`src/rtl/hpo_pkg.sv`:
```
// constants for the handshake port output and bit i/o block
// What this block does
// - submode 01 gives double-buffered eight-bit output through the output latches
// - strobe edge takes data; next buffered byte then moves to the output latch
// - status bit 0 clear: strobe flag set while a latch can accept data
// - status bit 0 set: strobe flag set only while both latches are empty
// - handshake code 0XX: handshake pin edge sets its sticky flag
// - sticky flag clears on reset, write of one, or enable clear
// - codes 100 and 101 drive the pin negated or asserted, flag clear
// - interlocked code 110 asserts the pin two cycles after data loads
// - pin stays asserted until strobe edge, negates asynchronously, next data loads
// - strobe ignored until the handshake pin asserts; pulsed code stays armed after the pulse; flag clear in both protocols
// - pulsed code 111 asserts at most four cycles; strobe shortens it
// - enable clear holds the handshake pin negated in both protocols
// - input-direction pins still get double-buffered data but no driver
// - control bit 1 gates strobe interrupt and dma request
// - control bit 2 gates the handshake flag interrupt
// - bit i/o writes single buffered; direction one drives, zero only latches
// - bit i/o read gives pin for inputs, latch for outputs
// - bit i/o strobe only sets its sticky flag, no data function
// - bit i/o codes 1X0 and 1X1 give constant pin, flag clear
// - port b control has the same fields as port a
// - control registers read and write freely, reads have no effect
`default_nettype none
package hpo_pkg;
    localparam int PORTS = 2;
    localparam int DW = 8;
    localparam int AW = 3;
    // register offsets
    localparam logic [AW-1:0] OFS_CTRL_A = 3'h0;
    localparam logic [AW-1:0] OFS_CTRL_B = 3'h1;
    localparam logic [AW-1:0] OFS_DIR_A = 3'h2;
    localparam logic [AW-1:0] OFS_DIR_B = 3'h3;
    localparam logic [AW-1:0] OFS_DATA_A = 3'h4;
    localparam logic [AW-1:0] OFS_DATA_B = 3'h5;
    localparam logic [AW-1:0] OFS_ENABLE = 3'h6;
    localparam logic [AW-1:0] OFS_FLAGS = 3'h7;
    // control register fields
    localparam int F_SUB_HI = 7;
    localparam int F_SUB_LO = 6;
    localparam int F_HS_HI = 5;
    localparam int F_HS_MID = 4;
    localparam int F_HS_LO = 3;
    localparam int F_HS_IE = 2;
    localparam int F_SVC_EN = 1;
    localparam int F_STAT_CTL = 0;
    localparam logic [1:0] SUB_OUT = 2'h1;
    // flag register layout, per port
    localparam int FLG_STB = 0;
    localparam int FLG_HS = 1;
    localparam int FLG_STRIDE = 2;
    // handshake timing in clock cycles
    localparam logic [1:0] HS_DELAY_CYC = 2'h2;
    localparam logic [2:0] HS_PULSE_CYC = 3'h4;
endpackage
`default_nettype wire

```
`src/rtl/hpo_port.sv`:
```
// two eight-bit handshake ports: double-buffered output and bit i/o
//
// Added by the designer: the address-and-strobe port and the register addresses.
`default_nettype none
module hpo_port (
    // clock and reset
    input wire logic clock,
    input wire logic rst_n,
    // register port
    input wire logic [hpo_pkg::AW-1:0] reg_addr,
    input wire logic [hpo_pkg::DW-1:0] reg_wdata,
    input wire logic reg_wr,
    input wire logic reg_rd,
    output logic [hpo_pkg::DW-1:0] reg_rdata,
    // port a pins
    input wire logic [hpo_pkg::DW-1:0] port_a_pin_in,
    output logic [hpo_pkg::DW-1:0] port_a_pin_out,
    output logic [hpo_pkg::DW-1:0] port_a_pin_oe,
    input wire logic port_a_strobe_in,
    input wire logic port_a_handshake_pin_in,
    output logic port_a_handshake_pin_out,
    output logic port_a_handshake_pin_oe,
    // port a requests
    output logic port_a_svc_req,
    output logic port_a_dma_req,
    output logic port_a_hs_req,
    // port b pins
    input wire logic [hpo_pkg::DW-1:0] port_b_pin_in,
    output logic [hpo_pkg::DW-1:0] port_b_pin_out,
    output logic [hpo_pkg::DW-1:0] port_b_pin_oe,
    input wire logic port_b_strobe_in,
    input wire logic port_b_handshake_pin_in,
    output logic port_b_handshake_pin_out,
    output logic port_b_handshake_pin_oe,
    // port b requests
    output logic port_b_svc_req,
    output logic port_b_dma_req,
    output logic port_b_hs_req
);
    localparam int NP = hpo_pkg::PORTS;
    localparam int DW = hpo_pkg::DW;
    localparam int AW = hpo_pkg::AW;

    typedef struct packed {
        logic [NP-1:0][DW-1:0] ctrl;
        logic [NP-1:0][DW-1:0] dir;
        logic [NP-1:0][DW-1:0] iol;
        logic [NP-1:0][DW-1:0] fol;
        logic [NP-1:0][DW-1:0] pin_s1;
        logic [NP-1:0][DW-1:0] pin_s2;
        logic [NP-1:0] iol_full;
        logic [NP-1:0] fol_full;
        logic [NP-1:0] en;
        logic [NP-1:0] sflag;
        logic [NP-1:0] hflag;
        logic [NP-1:0][2:0] stb_s;
        logic [NP-1:0][2:0] hsi_s;
        logic [NP-1:0][1:0] dly;
        logic [NP-1:0][2:0] pcnt;
        logic [NP-1:0] hs_on;
        logic [NP-1:0] armed;
        logic [DW-1:0] rdata;
    } hpo_state_t;

    hpo_state_t st_ff;
    hpo_state_t nxt_st;
    logic [1:0] rst_sync_ff;
    logic rst_sync_n;
    logic [NP-1:0] stb_raw;
    logic [NP-1:0] hsi_raw;
    logic [NP-1:0][DW-1:0] pin_raw;
    logic [NP-1:0] stb_stat;
    logic [NP-1:0] svc;
    logic [NP-1:0] hsr;
    logic [NP-1:0] hso;
    logic [NP-1:0] hsoe;

    function automatic logic is_out_sub(input logic [DW-1:0] c);
        return c[hpo_pkg::F_SUB_HI:hpo_pkg::F_SUB_LO] == hpo_pkg::SUB_OUT;
    endfunction

    function automatic logic is_proto(input logic [DW-1:0] c);
        return is_out_sub(c) && c[hpo_pkg::F_HS_HI] && c[hpo_pkg::F_HS_MID];
    endfunction

    function automatic logic sel(input logic [AW-1:0] a, input logic [AW-1:0] base,
                                 input int i);
        return a == AW'(int'(base) + i);
    endfunction

    // reset release through two flops
    always_ff @(posedge clock or negedge rst_n) begin
        if (!rst_n) begin
            rst_sync_ff <= '0;
        end else begin
            rst_sync_ff <= {rst_sync_ff[0], 1'b1};
        end
    end
    assign rst_sync_n = rst_sync_ff[1];

    assign stb_raw = {port_b_strobe_in, port_a_strobe_in};
    assign hsi_raw = {port_b_handshake_pin_in, port_a_handshake_pin_in};
    assign pin_raw = {port_b_pin_in, port_a_pin_in};

    always_comb begin
        logic stb_edge;
        logic hs_edge;
        logic accept;
        logic move;
        logic wr_data;
        logic clr_w;
        logic [DW-1:0] rd;
        logic [DW-1:0] flags;
        stb_edge = 1'b0;
        hs_edge = 1'b0;
        accept = 1'b0;
        move = 1'b0;
        wr_data = 1'b0;
        clr_w = reg_wr && reg_addr == hpo_pkg::OFS_FLAGS;
        rd = '0;
        flags = '0;
        nxt_st = st_ff;
        nxt_st.rdata = '0;
        nxt_st.pin_s1 = pin_raw;
        nxt_st.pin_s2 = st_ff.pin_s1;
        for (int i = 0; i < NP; i++) begin
            nxt_st.stb_s[i] = {st_ff.stb_s[i][1:0], stb_raw[i]};
            nxt_st.hsi_s[i] = {st_ff.hsi_s[i][1:0], hsi_raw[i]};
            stb_edge = st_ff.stb_s[i][1] && !st_ff.stb_s[i][2];
            hs_edge = st_ff.hsi_s[i][1] && !st_ff.hsi_s[i][2];
            if (reg_wr && sel(reg_addr, hpo_pkg::OFS_CTRL_A, i)) begin
                nxt_st.ctrl[i] = reg_wdata;
            end
            if (reg_wr && sel(reg_addr, hpo_pkg::OFS_DIR_A, i)) begin
                nxt_st.dir[i] = reg_wdata;
            end
            if (reg_wr && reg_addr == hpo_pkg::OFS_ENABLE) begin
                nxt_st.en[i] = reg_wdata[i];
            end
            wr_data = reg_wr && sel(reg_addr, hpo_pkg::OFS_DATA_A, i);
            if (is_out_sub(st_ff.ctrl[i])) begin
                nxt_st.sflag[i] = 1'b0;
                if (st_ff.dly[i] != 2'h0) begin
                    nxt_st.dly[i] = 2'(st_ff.dly[i] - 2'h1);
                end
                if (st_ff.dly[i] == 2'h1) begin
                    nxt_st.hs_on[i] = 1'b1;
                    nxt_st.armed[i] = 1'b1;
                    nxt_st.pcnt[i] = hpo_pkg::HS_PULSE_CYC;
                end
                // pulse ends but the strobe stays armed until it comes
                if (st_ff.hs_on[i] && st_ff.ctrl[i][hpo_pkg::F_HS_LO]) begin
                    nxt_st.pcnt[i] = 3'(st_ff.pcnt[i] - 3'h1);
                    if (st_ff.pcnt[i] == 3'h1) begin
                        nxt_st.hs_on[i] = 1'b0;
                    end
                end
                if (is_proto(st_ff.ctrl[i])) begin
                    accept = stb_edge && st_ff.armed[i] && st_ff.en[i];
                end else begin
                    accept = stb_edge && st_ff.fol_full[i];
                end
                if (accept) begin
                    nxt_st.fol_full[i] = 1'b0;
                    nxt_st.hs_on[i] = 1'b0;
                    nxt_st.armed[i] = 1'b0;
                end
                move = st_ff.iol_full[i] && (!st_ff.fol_full[i] || accept);
                if (move) begin
                    nxt_st.fol[i] = st_ff.iol[i];
                    nxt_st.fol_full[i] = 1'b1;
                    nxt_st.iol_full[i] = 1'b0;
                    nxt_st.dly[i] = hpo_pkg::HS_DELAY_CYC;
                end
                // a write into two full latches is dropped unless a strobe is accepted in the same cycle
                if (wr_data && (!st_ff.iol_full[i] || move)) begin
                    nxt_st.iol[i] = reg_wdata;
                    nxt_st.iol_full[i] = 1'b1;
                end
                if (!is_proto(st_ff.ctrl[i])) begin
                    nxt_st.hs_on[i] = 1'b0;
                    nxt_st.armed[i] = 1'b0;
                end
            end else begin
                if (wr_data) begin
                    nxt_st.fol[i] = reg_wdata;
                end
                nxt_st.iol_full[i] = 1'b0;
                nxt_st.fol_full[i] = 1'b0;
                nxt_st.hs_on[i] = 1'b0;
                nxt_st.armed[i] = 1'b0;
                nxt_st.dly[i] = 2'h0;
                if ((clr_w && reg_wdata[hpo_pkg::FLG_STRIDE * i + hpo_pkg::FLG_STB])
                        || !st_ff.en[i]) begin
                    nxt_st.sflag[i] = 1'b0;
                end
                if (stb_edge && st_ff.en[i]) begin
                    nxt_st.sflag[i] = 1'b1;
                end
            end
            // set after clear, so an edge in the clearing cycle survives
            if (!st_ff.ctrl[i][hpo_pkg::F_HS_HI]) begin
                if ((clr_w && reg_wdata[hpo_pkg::FLG_STRIDE * i + hpo_pkg::FLG_HS])
                        || !st_ff.en[i]) begin
                    nxt_st.hflag[i] = 1'b0;
                end
                if (hs_edge && st_ff.en[i]) begin
                    nxt_st.hflag[i] = 1'b1;
                end
            end else begin
                nxt_st.hflag[i] = 1'b0;
            end
            flags[hpo_pkg::FLG_STRIDE * i + hpo_pkg::FLG_STB] = stb_stat[i];
            flags[hpo_pkg::FLG_STRIDE * i + hpo_pkg::FLG_HS] = st_ff.hflag[i];
            if (sel(reg_addr, hpo_pkg::OFS_CTRL_A, i)) begin
                rd = st_ff.ctrl[i];
            end
            if (sel(reg_addr, hpo_pkg::OFS_DIR_A, i)) begin
                rd = st_ff.dir[i];
            end
            if (sel(reg_addr, hpo_pkg::OFS_DATA_A, i)) begin
                rd = (st_ff.dir[i] & st_ff.fol[i]) | (~st_ff.dir[i] & st_ff.pin_s2[i]);
            end
        end
        if (reg_addr == hpo_pkg::OFS_ENABLE) begin
            rd = DW'(st_ff.en);
        end
        if (reg_addr == hpo_pkg::OFS_FLAGS) begin
            rd = flags;
        end
        if (reg_rd) begin
            nxt_st.rdata = rd;
        end
    end

    always_ff @(posedge clock or negedge rst_sync_n) begin
        if (!rst_sync_n) begin
            st_ff <= '0;
        end else begin
            st_ff <= nxt_st;
        end
    end

    for (genvar g = 0; g < NP; g++) begin : g_port
        logic [2:0] hc;
        assign hc = st_ff.ctrl[g][hpo_pkg::F_HS_HI:hpo_pkg::F_HS_LO];
        assign stb_stat[g] = !is_out_sub(st_ff.ctrl[g]) ? st_ff.sflag[g] :
            st_ff.ctrl[g][hpo_pkg::F_STAT_CTL] ?
            !(st_ff.iol_full[g] || st_ff.fol_full[g]) :
            !(st_ff.iol_full[g] && st_ff.fol_full[g]);
        assign svc[g] = stb_stat[g] && st_ff.ctrl[g][hpo_pkg::F_SVC_EN];
        assign hsr[g] = st_ff.hflag[g] && st_ff.ctrl[g][hpo_pkg::F_HS_IE];
        // raw strobe negates at once; the synced path updates state later
        assign hso[g] = is_proto(st_ff.ctrl[g]) ?
            (st_ff.hs_on[g] && st_ff.en[g] && !stb_raw[g]) :
            (hc[0] && (st_ff.ctrl[g][hpo_pkg::F_SUB_HI] || !hc[1]));
        assign hsoe[g] = hc[2];
    end

    assign reg_rdata = st_ff.rdata;
    assign port_a_pin_out = st_ff.fol[0];
    assign port_a_pin_oe = st_ff.dir[0];
    assign port_b_pin_out = st_ff.fol[1];
    assign port_b_pin_oe = st_ff.dir[1];
    assign port_a_handshake_pin_out = hso[0];
    assign port_a_handshake_pin_oe = hsoe[0];
    assign port_b_handshake_pin_out = hso[1];
    assign port_b_handshake_pin_oe = hsoe[1];
    assign port_a_svc_req = svc[0];
    assign port_a_dma_req = svc[0];
    assign port_a_hs_req = hsr[0];
    assign port_b_svc_req = svc[1];
    assign port_b_dma_req = svc[1];
    assign port_b_hs_req = hsr[1];
endmodule
`default_nettype wire

```
`config.mk`:
```
export PLATFORM = sky130hd
export DESIGN_NAME = hpo_port
export DESIGN_NICKNAME = d
export VERILOG_FILES = /design/src/rtl/hpo_pkg.sv /design/src/rtl/hpo_port.sv
export SDC_FILE = /design/constraint.sdc
export NUM_CORES = 1
export LEC_CHECK = 0
export BUFFER_PORTS_ARGS = -buffer_cell sky130_fd_sc_hd__buf_4
export CORE_MARGIN = 8
export CORE_UTILIZATION = 30
export CTS_BUF_LIST = sky130_fd_sc_hd__clkbuf_8 sky130_fd_sc_hd__clkbuf_16
export CTS_CLUSTER_SIZE = 40
export DETAILED_ROUTE_END_ITERATION = 10
export GPL_TIMING_DRIVEN = 0
export PLACE_DENSITY_LB_ADDON = 0.12
export SLEW_MARGIN = 20
export SYNTH_ARGS = -nofsm -noshare
export SYNTH_HDL_FRONTEND = slang
export SYNTH_SLANG_ARGS = --single-unit
```
`constraint.sdc`:
```
create_clock -name clock -period 7.6 [get_ports clock]
set_clock_uncertainty 0.2 [all_clocks]
set_input_delay 1.14 -clock clock [delete_from_list [all_inputs] [get_ports clock]]
set_output_delay 1.14 -clock clock [all_outputs]
set_load 0.01 [all_outputs]
```
==> qor.yml, run 1 <==
outcome: "finished clean"
dr.pass1.iters: 4
timing.fmax_mhz: 307.8
nFillCells: 2111
synth_area_leaders: "dfrtp_1 55%, mux2_2 6.6%, buf_4 4.9%, a211oi_1 4.2%, mux2_4 3.7%"
overflow: 0
via_count: 4502
yosys-top-cells-count: "142 x dfrtp_1, 61 x nor2_1, 42 x buf_4, 38 x mux2_2, 36 x a211oi_1"
core_area_mm2: 0.02109
vdd_drop_max_mv: 0.1427
die_area_mm2: 0.02649
ant_nets: 0
grt_pass1_wl_um: 28170
drcViolationCount: 0
wirelength_um: 17710
synth_most_common_cell: "dfrtp_1"
post_cts_resized: 0
worst_pin_slew_ps: 724.5
io_pins: 85
n_antenna_cell: 0
clk_pin_slew_ps: 60
hold_path_class: "flop to async pin"
setup_viol: 0
crit_top_cell: "buf_4"
final_max_slew_viol_count: 0
yosysTopAreaCell: "dfrtp_1"
clock_sinks: 142
gr-usage-met3_pct: 3.842
path_delay_family: "compound AO/OA/AOI/OAI gates"
p_leak_nw: 3.563
multi_input_comb_area_mm2: 0.002399
final_nets: 710
yosysTopAreaCellShare_pct: 54.99
antenna_found_initial: 0
drive_gt1_share_pct: 31.96
cp.required_ps: 6260
cts_inserted_buffers: 17
grt_use_met1_pct: 19.51
crit_slowest_cell: "dfrtp_1"
synthCells: 567
grt_pass1_vias: 4857
path_max_fanout: 9
ys_types: 49
die_x_um: 162.8
cts_root_buf: "clkbuf_16"
syn_nets: 610
wire_per_inst_um: 18.56
crit_path_max_incr_delay_ps: 430
setup_tns_ps: 0
synth_edf_count: 0
syn-cell-area_mm2: 0.006462
met2_usage_pct: 20.50
crit_chain: "nor2b_1 > buf_6 > o21ai_0 > a21boi_0 > buf_4 > buf_4"
relSlewSlack_pct: 51.52
die_y_um: 162.8
synthArstFlopShare_pct: 100.0
drt_iter0_markers: 260
critPathArrivalTime_ps: 1910
seq_area_frac_synth_pct: 54.99
path_class: "flop to output port"
rsz0062_at_grt: "no"
fin_crit_ps: 3249
cts_tree: "built"
regArea_mm2: 0.003557
clk_path_buf_depth: 2
period_share_pct: 42.74
ctsHoldBuffers: 0
clk_latency_ps: 420
dpl.hpwl_um: 13100
grt_start_max_net_pins: 55
htreeDepth: 4
start_util_pct: 30.65
io_buffers: 79
critPathLaunchType: "flop"
powerDensity_mw_per_mm2: 286.4
cts_setup_buffers: 0
num_rows: 53
vias_per_cell: 4.719
critPathCaptureType: "output port"
synth_ff_type: "dfrtp_1"
path_buf_inv: 3
avgSynthCellArea_um2: 11.40
grt_usage_pct: 13.88
place_congestion: 0.8550
hold_viol: 0
holdWs_ps: 118.1
cap_violations: 0
areaGrowthSynthToFinish_pct: 24.39
synth-seq-cells: 142
top_usage_layer: "met2"
yosys_warnings: 0
## state kept, by name, summed over array words and instances, names as in the netlist
| register | cells |
|---|---|
| port_b_handshake_pin_oe | 1 |
| port_b_pin_out | 8 |
| port_b_pin_oe | 8 |
| reg_rdata | 8 |
| st_ff | 70 |
| port_a_pin_oe | 8 |
| port_a_pin_out | 8 |
| port_a_handshake_pin_oe | 1 |
| g_port.hc | 4 |
| nxt_st | 24 |
| rst_sync_ff | 2 |
## metrics by stage
step	worst slack (ps)	cell area [um^2]	utilization (%)	power, mW	std cells
floorplan	3151	6462	-	1.282	567
global placement	1485	7400	35.09	1.496	921
detailed placement	4474	7458	35.37	1.507	923
CTS	4257	8039	38.12	2.336	954
global route	4170	8039	38.12	2.422	954
finish	4351	8039	38.12	2.302	954
## placed cells by master (no fill, tap or decap), drive strengths merged, types with 3 or more instances in the layout
master / count
dfrtp: 142
buf: 131
nor2: 61
mux2: 54
clkbuf: 38
a211oi: 36
nand2: 29
o21ai: 23
a21oi: 19
inv: 16
mux2i: 15
nand3: 14
nand2b: 12
nor2b: 8
ha: 8
o22ai: 7
clkinv: 7
nand4: 4
o31ai: 4
a21o: 4
a32oi: 3
or3: 3
o2bb2ai: 3
and2: 3
clkinvlp: 3
## cells by family after synthesis
group	after synthesis	share of synthesized area, %
other	1	0.05803
flip-flops	142	54.99
AO/OA/AOI/OAI	120	12.64
adder cells (fa/ha/maj)	9	1.704
multiplexers	69	12.66
AND/OR/NAND/NOR	141	10.05
buffers and inverters	85	7.899
## final timing paths
kind | depth (start not counted) | endpoint | from | slack [ps]
worst max register to register | 6 | st_ff[94] | st_ff[130] | 5450
worst min-delay path | 0 | nxt_st[48] | rst_sync_ff[1] | 120
max in group asynchronous | 2 | st_ff[17] | rst_sync_ff[1] | 6140
min in group clock | 0 | st_ff[53] | nxt_st[53] | 150
worst min register to register | 0 | nxt_st[48] | rst_sync_ff[1] | 120
worst max-delay path | 6 | port_b_svc_req | st_ff[139] | 4350
## metal layers
layer / vias up / part of all wire (%) / routed length [um]
met5: - / 0 / 0
met4: 0 / 1.0 / 178
met3: 11 / 4.4 / 779
met2: 93 / 45 / 7932
met1: 2237 / 50 / 8816
li1: 2161 / - / -
## power breakdown
group | leakage, nW | switching (mW) | internal [mW] | total (mW)
clock network | 0.278 | 0.327 | 0.490 | 0.817
registers | 1.72 | 0.117 | 0.872 | 0.989
logic | 1.56 | 0.205 | 0.291 | 0.495
## layout make-up
class                   instances  area share [%]
flip-flops and latches        142           44.25
multi-input cells             340           29.84
repair buffers                 81           8.062
plain buffers                  70           5.650
clock buffers                  18           5.463
well taps                     275           4.280
clock inverters                13           1.759
inverters                      15          0.7004
(Power assumes the default switching activity.)
==> run 2, diff against run 1 <==
- clock period: 7.6 -> 2.93 ns (I/O delays scaled with it)
==> run 2 against run 1 <==
Against the previous run:
- sequential share of layout area fell by 1.1 points
- sequential cell count did not move
- die area did not move
- global-route usage rose by 0.072 points
- cell count rose by 2.3%
- critical endpoint unchanged
- highest routed layer unchanged
==> qor.yml, run 2 (synthesized netlist as in run 1, its figures left out) <==
drive_gt1_share_pct: 30.96
final_common_cell: "dfrtp_1"
critPathLaunchType: "flop"
grt_pass1_wl_um: 28260
drcViolationCount: 0
mostFrequentLayoutCells: "141 x dfrtp_1, 121 x buf_4, 61 x nor2_1, 38 x mux2_2, 36 x a211oi_1"
path_buf_inv: 3
clk_path_buf_depth: 2
place_congestion: 0.8516
largest_register: "st_ff"
cts_inserted_buffers: 17
grt_pass1_vias: 4930
pre_cts_ws_ps: 503.8
crit_chain: "nor2b_1 > buf_6 > o21ai_0 > a21boi_0 > buf_4 > buf_4"
grt_start_max_net_pins: 54
path_delay_family: "compound AO/OA/AOI/OAI gates"
die_area_mm2: 0.02649
crit_top_cell: "buf_4"
die_y_um: 162.8
outcome: "finished clean"
largest_reg_flops: 70
crit_path_max_incr_delay_ps: 430
io_buffers: 79
critPathArrivalTime_ps: 1930
num_rows: 53
r2r_end: "st_ff[94]"
critPathCaptureType: "output port"
timing.reg2reg.setup_slack_ps: 780
powerDensity_mw_per_mm2: 727.2
areaGrowthSynthToFinish_pct: 27.59
power_mw: 5.996
drt_iter0_markers: 300
r2r_start: "st_ff[130]"
vdd_drop_max_mv: 0.3339
cts_root_buf: "clkbuf_16"
wire_per_inst_um: 18.32
setup_viol: 0
relSlewSlack_pct: 46.77
fin_crit_ps: 2571
final_max_slew_viol_count: 0
p_leak_nw: 3.653
wirelength_um: 17880
clk_latency_ps: 420
crit_slowest_cell: "dfrtp_1"
dr.pass1.iters: 5
ant_nets: 0
worst_pin_slew_ps: 795.5
grt_usage_pct: 13.96
gr-usage-met3_pct: 3.387
overflow: 0
met2_usage_pct: 21.22
path_class: "flop to output port"
period_share_pct: 87.76
clock_sinks: 142
vias_per_cell: 4.764
cap_violations: 0
hold_path_class: "input port to async pin"
dpl.hpwl_um: 13120
clk_pin_slew_ps: 60
cts_tree: "built"
top_usage_layer: "met2"
reg2regPathDepth: 6
io_pins: 85
via_count: 4650
n_antenna_cell: 0
start_util_pct: 30.65
utilization_pct: 39.10
final_nets: 731
core_area_mm2: 0.02109
htreeDepth: 4
cp.required_ps: 2290
die_x_um: 162.8
layout_setup_ws_ps: 358.7
path_max_fanout: 9
grt_use_met1_pct: 18.99
timing.fmax_mhz: 388.9
rsz0062_at_grt: "no"
antenna_found_initial: 0
hold_viol: 0
run 2: timing repair:
action | CTS | global route
hold buffers | 21 | 0
buffers inserted | 0 | 0
hold endpoints to repair | 22 | 0
resized for setup | 0 | 0
run 2: layout make-up:
cell class	instances	area, um^2
sequential	142	3557
inverter	15	56.30
fill	2081	12840
clock buffer	18	439.2
timing repair buffer	102	850.8
tap	275	344.1
multi-input combinational	340	2399
buffer	70	454.2
clock inverter	14	145.1
run 2: report_power, final:
part / switching [mW] / internal, mW / total [mW]
sequential: 0.308 / 2.26 / 2.57
clock: 0.849 / 1.27 / 2.12
combinational: 0.533 / 0.771 / 1.30
total: 1.69 / 4.31 / 6.00
run 2: layer usage:
layer	vias to the layer above	wire length (um)
li1	2201	-
met3	17	836
met5	-	0
met2	114	8240
met1	2318	8585
met4	0	221
run 2: worst max-delay path by stage:
stage	start	endpoint	slack, ps	cells after the start
after floorplan	rst_sync_ff[1]	g_port[0].hc[0]	370	0
after global placement	rst_sync_ff[1]	st_ff[15]	-530	0
after detailed placement	reg_addr[1]	st_ff[132]	500	5
after CTS	st_ff[139]	port_b_svc_req	280	6
after global routing	st_ff[139]	port_b_svc_req	200	6
final	st_ff[139]	port_b_svc_req	360	6
run 2: per-stage QoR:
stage               hold WS (ps)  cell area (um^2)  TNS (ps)  std cells
floorplan                 -56.09              6464         0        567
global placement           22.47              7401    -73260        921
detailed placement         27.04              7451         0        923
CTS                        105.9              8245         0        976
global route               111.2              8245         0        976
finish                     128.0              8245         0        976
==> run 3, diff against run 2 <==
- BUFFER_PORTS_ARGS: -buffer_cell sky130_fd_sc_hd__buf_4 -> default
- DONT_BUFFER_PORTS: default -> 1
==> run 3 against run 2 <==
Against the previous run:
- die area unchanged
- sequential cell count unchanged
- clock-buffer cell count up 1
- register-to-register slack is essentially flat
- worst hold slack lost 100 ps
- critical endpoint unchanged
- fmax shrank 4.9%
- core utilization down 2.5 points
==> qor.yml, run 3 (synthesized netlist as in run 1, its figures left out) <==
startpoint: "st_ff[138]"
overflow: 0
ant_nets: 0
fin_crit_ps: 2705
vdd_drop_max_mv: 0.4286
start_util_pct: 30.65
pre_cts_ws_ps: 607.3
powerDensity_mw_per_mm2: 760.5
clk_path_buf_depth: 2
cts_tree: "built"
place_congestion: 0.8212
timing.reg2reg.setup_slack_ps: 770
die_x_um: 162.8
path_delay_family: "compound AO/OA/AOI/OAI gates"
clk_latency_ps: 420
hold_viol: 0
power_mw: 5.872
drcViolationCount: 0
grt_usage_pct: 14.14
die_y_um: 162.8
final_max_slew_viol_count: 0
path_class: "flop to output port"
final_nets: 656
core_area_mm2: 0.02109
hold_path.startpoint: "reg_wdata[6]"
grt_pass1_vias: 4543
outcome: "finished clean"
cts_inserted_buffers: 17
drive_gt1_share_pct: 22.08
critPathArrivalTime_ps: 2070
dr.pass1.iters: 5
clock_sinks: 142
clk_pin_slew_ps: 60
final_common_cell: "dfrtp_1"
wire_per_inst_um: 20.07
holdWs_ps: 27.18
largest_reg_flops: 70
cts_setup_buffers: 0
reg2regPathDepth: 6
htreeDepth: 4
num_rows: 53
setup_viol: 0
drt_iter0_markers: 333
dpl.hpwl_um: 13190
io_buffers: 0
areaGrowthSynthToFinish_pct: 19.48
path_buf_inv: 2
die_area_mm2: 0.02649
io_pins: 85
crit_path_max_incr_delay_ps: 540
largest_register: "st_ff"
cap_violations: 0
layout_setup_ws_ps: 225.2
path_max_fanout: 9
p_leak_nw: 3.290
critPathLaunchType: "flop"
crit_slowest_cell: "a21boi_0"
n_antenna_cell: 0
relSlewSlack_pct: 50.08
rsz0062_at_grt: "no"
grt_pass1_wl_um: 28140
cp.required_ps: 2290
period_share_pct: 92.31
grt_start_max_net_pins: 55
hold_path_class: "input port to flop"
antenna_found_initial: 0
critPathCaptureType: "output port"
r2r_start: "st_ff[130]"
worst_pin_slew_ps: 746.0
wirelength_um: 18060
mostFrequentLayoutCells: "141 x dfrtp_1, 61 x nor2_1, 42 x buf_4, 38 x mux2_2, 36 x a211oi_1"
min_path_cells: 2
timing.fmax_mhz: 369.7
holdPathEnd: "port_a_pin_out[6]"
crit_chain: "nor2b_1 > buf_6 > o21ai_0 > a21boi_0 > buf_4"
r2r_end: "st_ff[96]"
via_count: 4397
cts_root_buf: "clkbuf_16"
vias_per_cell: 4.886
-- run 3: cell types whose count changed in the layout (fill, tap and decap cells not counted) --
cell	previous run	this run
buf_4	121	42
dlygate4sd3_1	21	25
clkinv_2	3	1
clkinv_4	4	2
bufinv_16	2	3
clkbuf_8	1	2
clkinvlp_4	3	4
inv_1	16	15
inv_6	1	2
-- run 3: worst max path at each step --
| stage | slack [ps] | cells after the start | end |
|---|---|---|---|
| CTS | 140 | 5 | port_b_svc_req |
| detailed placement | 610 | 4 | port_b_svc_req |
| global placement | -560 | 0 | st_ff[33] |
| global route | 80 | 5 | port_b_svc_req |
| finish | 230 | 5 | port_b_svc_req |
| floorplan | 370 | 0 | g_port[0].hc[0] |
-- run 3: what timing repair did --
item / in CTS / in global routing
gates resized for setup: 0 / 0
hold buffers: 25 / 0
endpoints found under the hold margin: 53 / 0
-- run 3: cell type report --
cell class                      count  area (um^2)
Clock buffer                       19        452.9
Sequential cell                   142         3557
Tap cell                          275        344.1
Timing Repair Buffer               27        297.8
Fill cell                        2076        13370
Clock inverter                     12        160.2
Buffer                             70        454.2
Multi-Input combinational cell    340         2399
Inverter                           15        56.30
-- run 3: where the power goes --
| part | switching [mW] | total [mW] | internal (mW) | leakage (nW) |
|---|---|---|---|---|
| sequential | 0.315 | 2.58 | 2.26 | 1.72 |
| clock | 0.855 | 2.24 | 1.39 | 0.288 |
| combinational | 0.485 | 1.05 | 0.570 | 1.28 |
-- run 3: metal layers --
| metal | share of wire, % | global-route usage [%] | up-vias | wire length (um) |
|---|---|---|---|---|
| li1 | - | - | 2054 | - |
| met1 | 47 | 19.02 | 2211 | 8476 |
| met2 | 46 | 21.31 | 124 | 8265 |
| met3 | 6.6 | 4.954 | 8 | 1198 |
| met4 | 0.68 | 3.503 | 0 | 123 |
| met5 | 0 | 0 | - | 0 |
-- run 3: worst reg2reg max path, cell delays in order (launching register included) --
cell     delay [ps]
dfrtp_1         410
nor2b_1         150
buf_6           140
a41o_1          290
a311o_1         380
buf_6           160
mux2_4          310
-- run 3: stage by stage --
step,util [%],std cells,setup TNS [ps],cell area [um^2]
6_report,36.61,900,0,7721
5_1_grt,36.61,900,0,7721
4_1_cts,36.61,900,0,7721
3_5_place_dp,32.52,844,0,6858
3_3_place_gp,32.28,842,-76500,6808
2_1_floorplan,-,567,0,6464
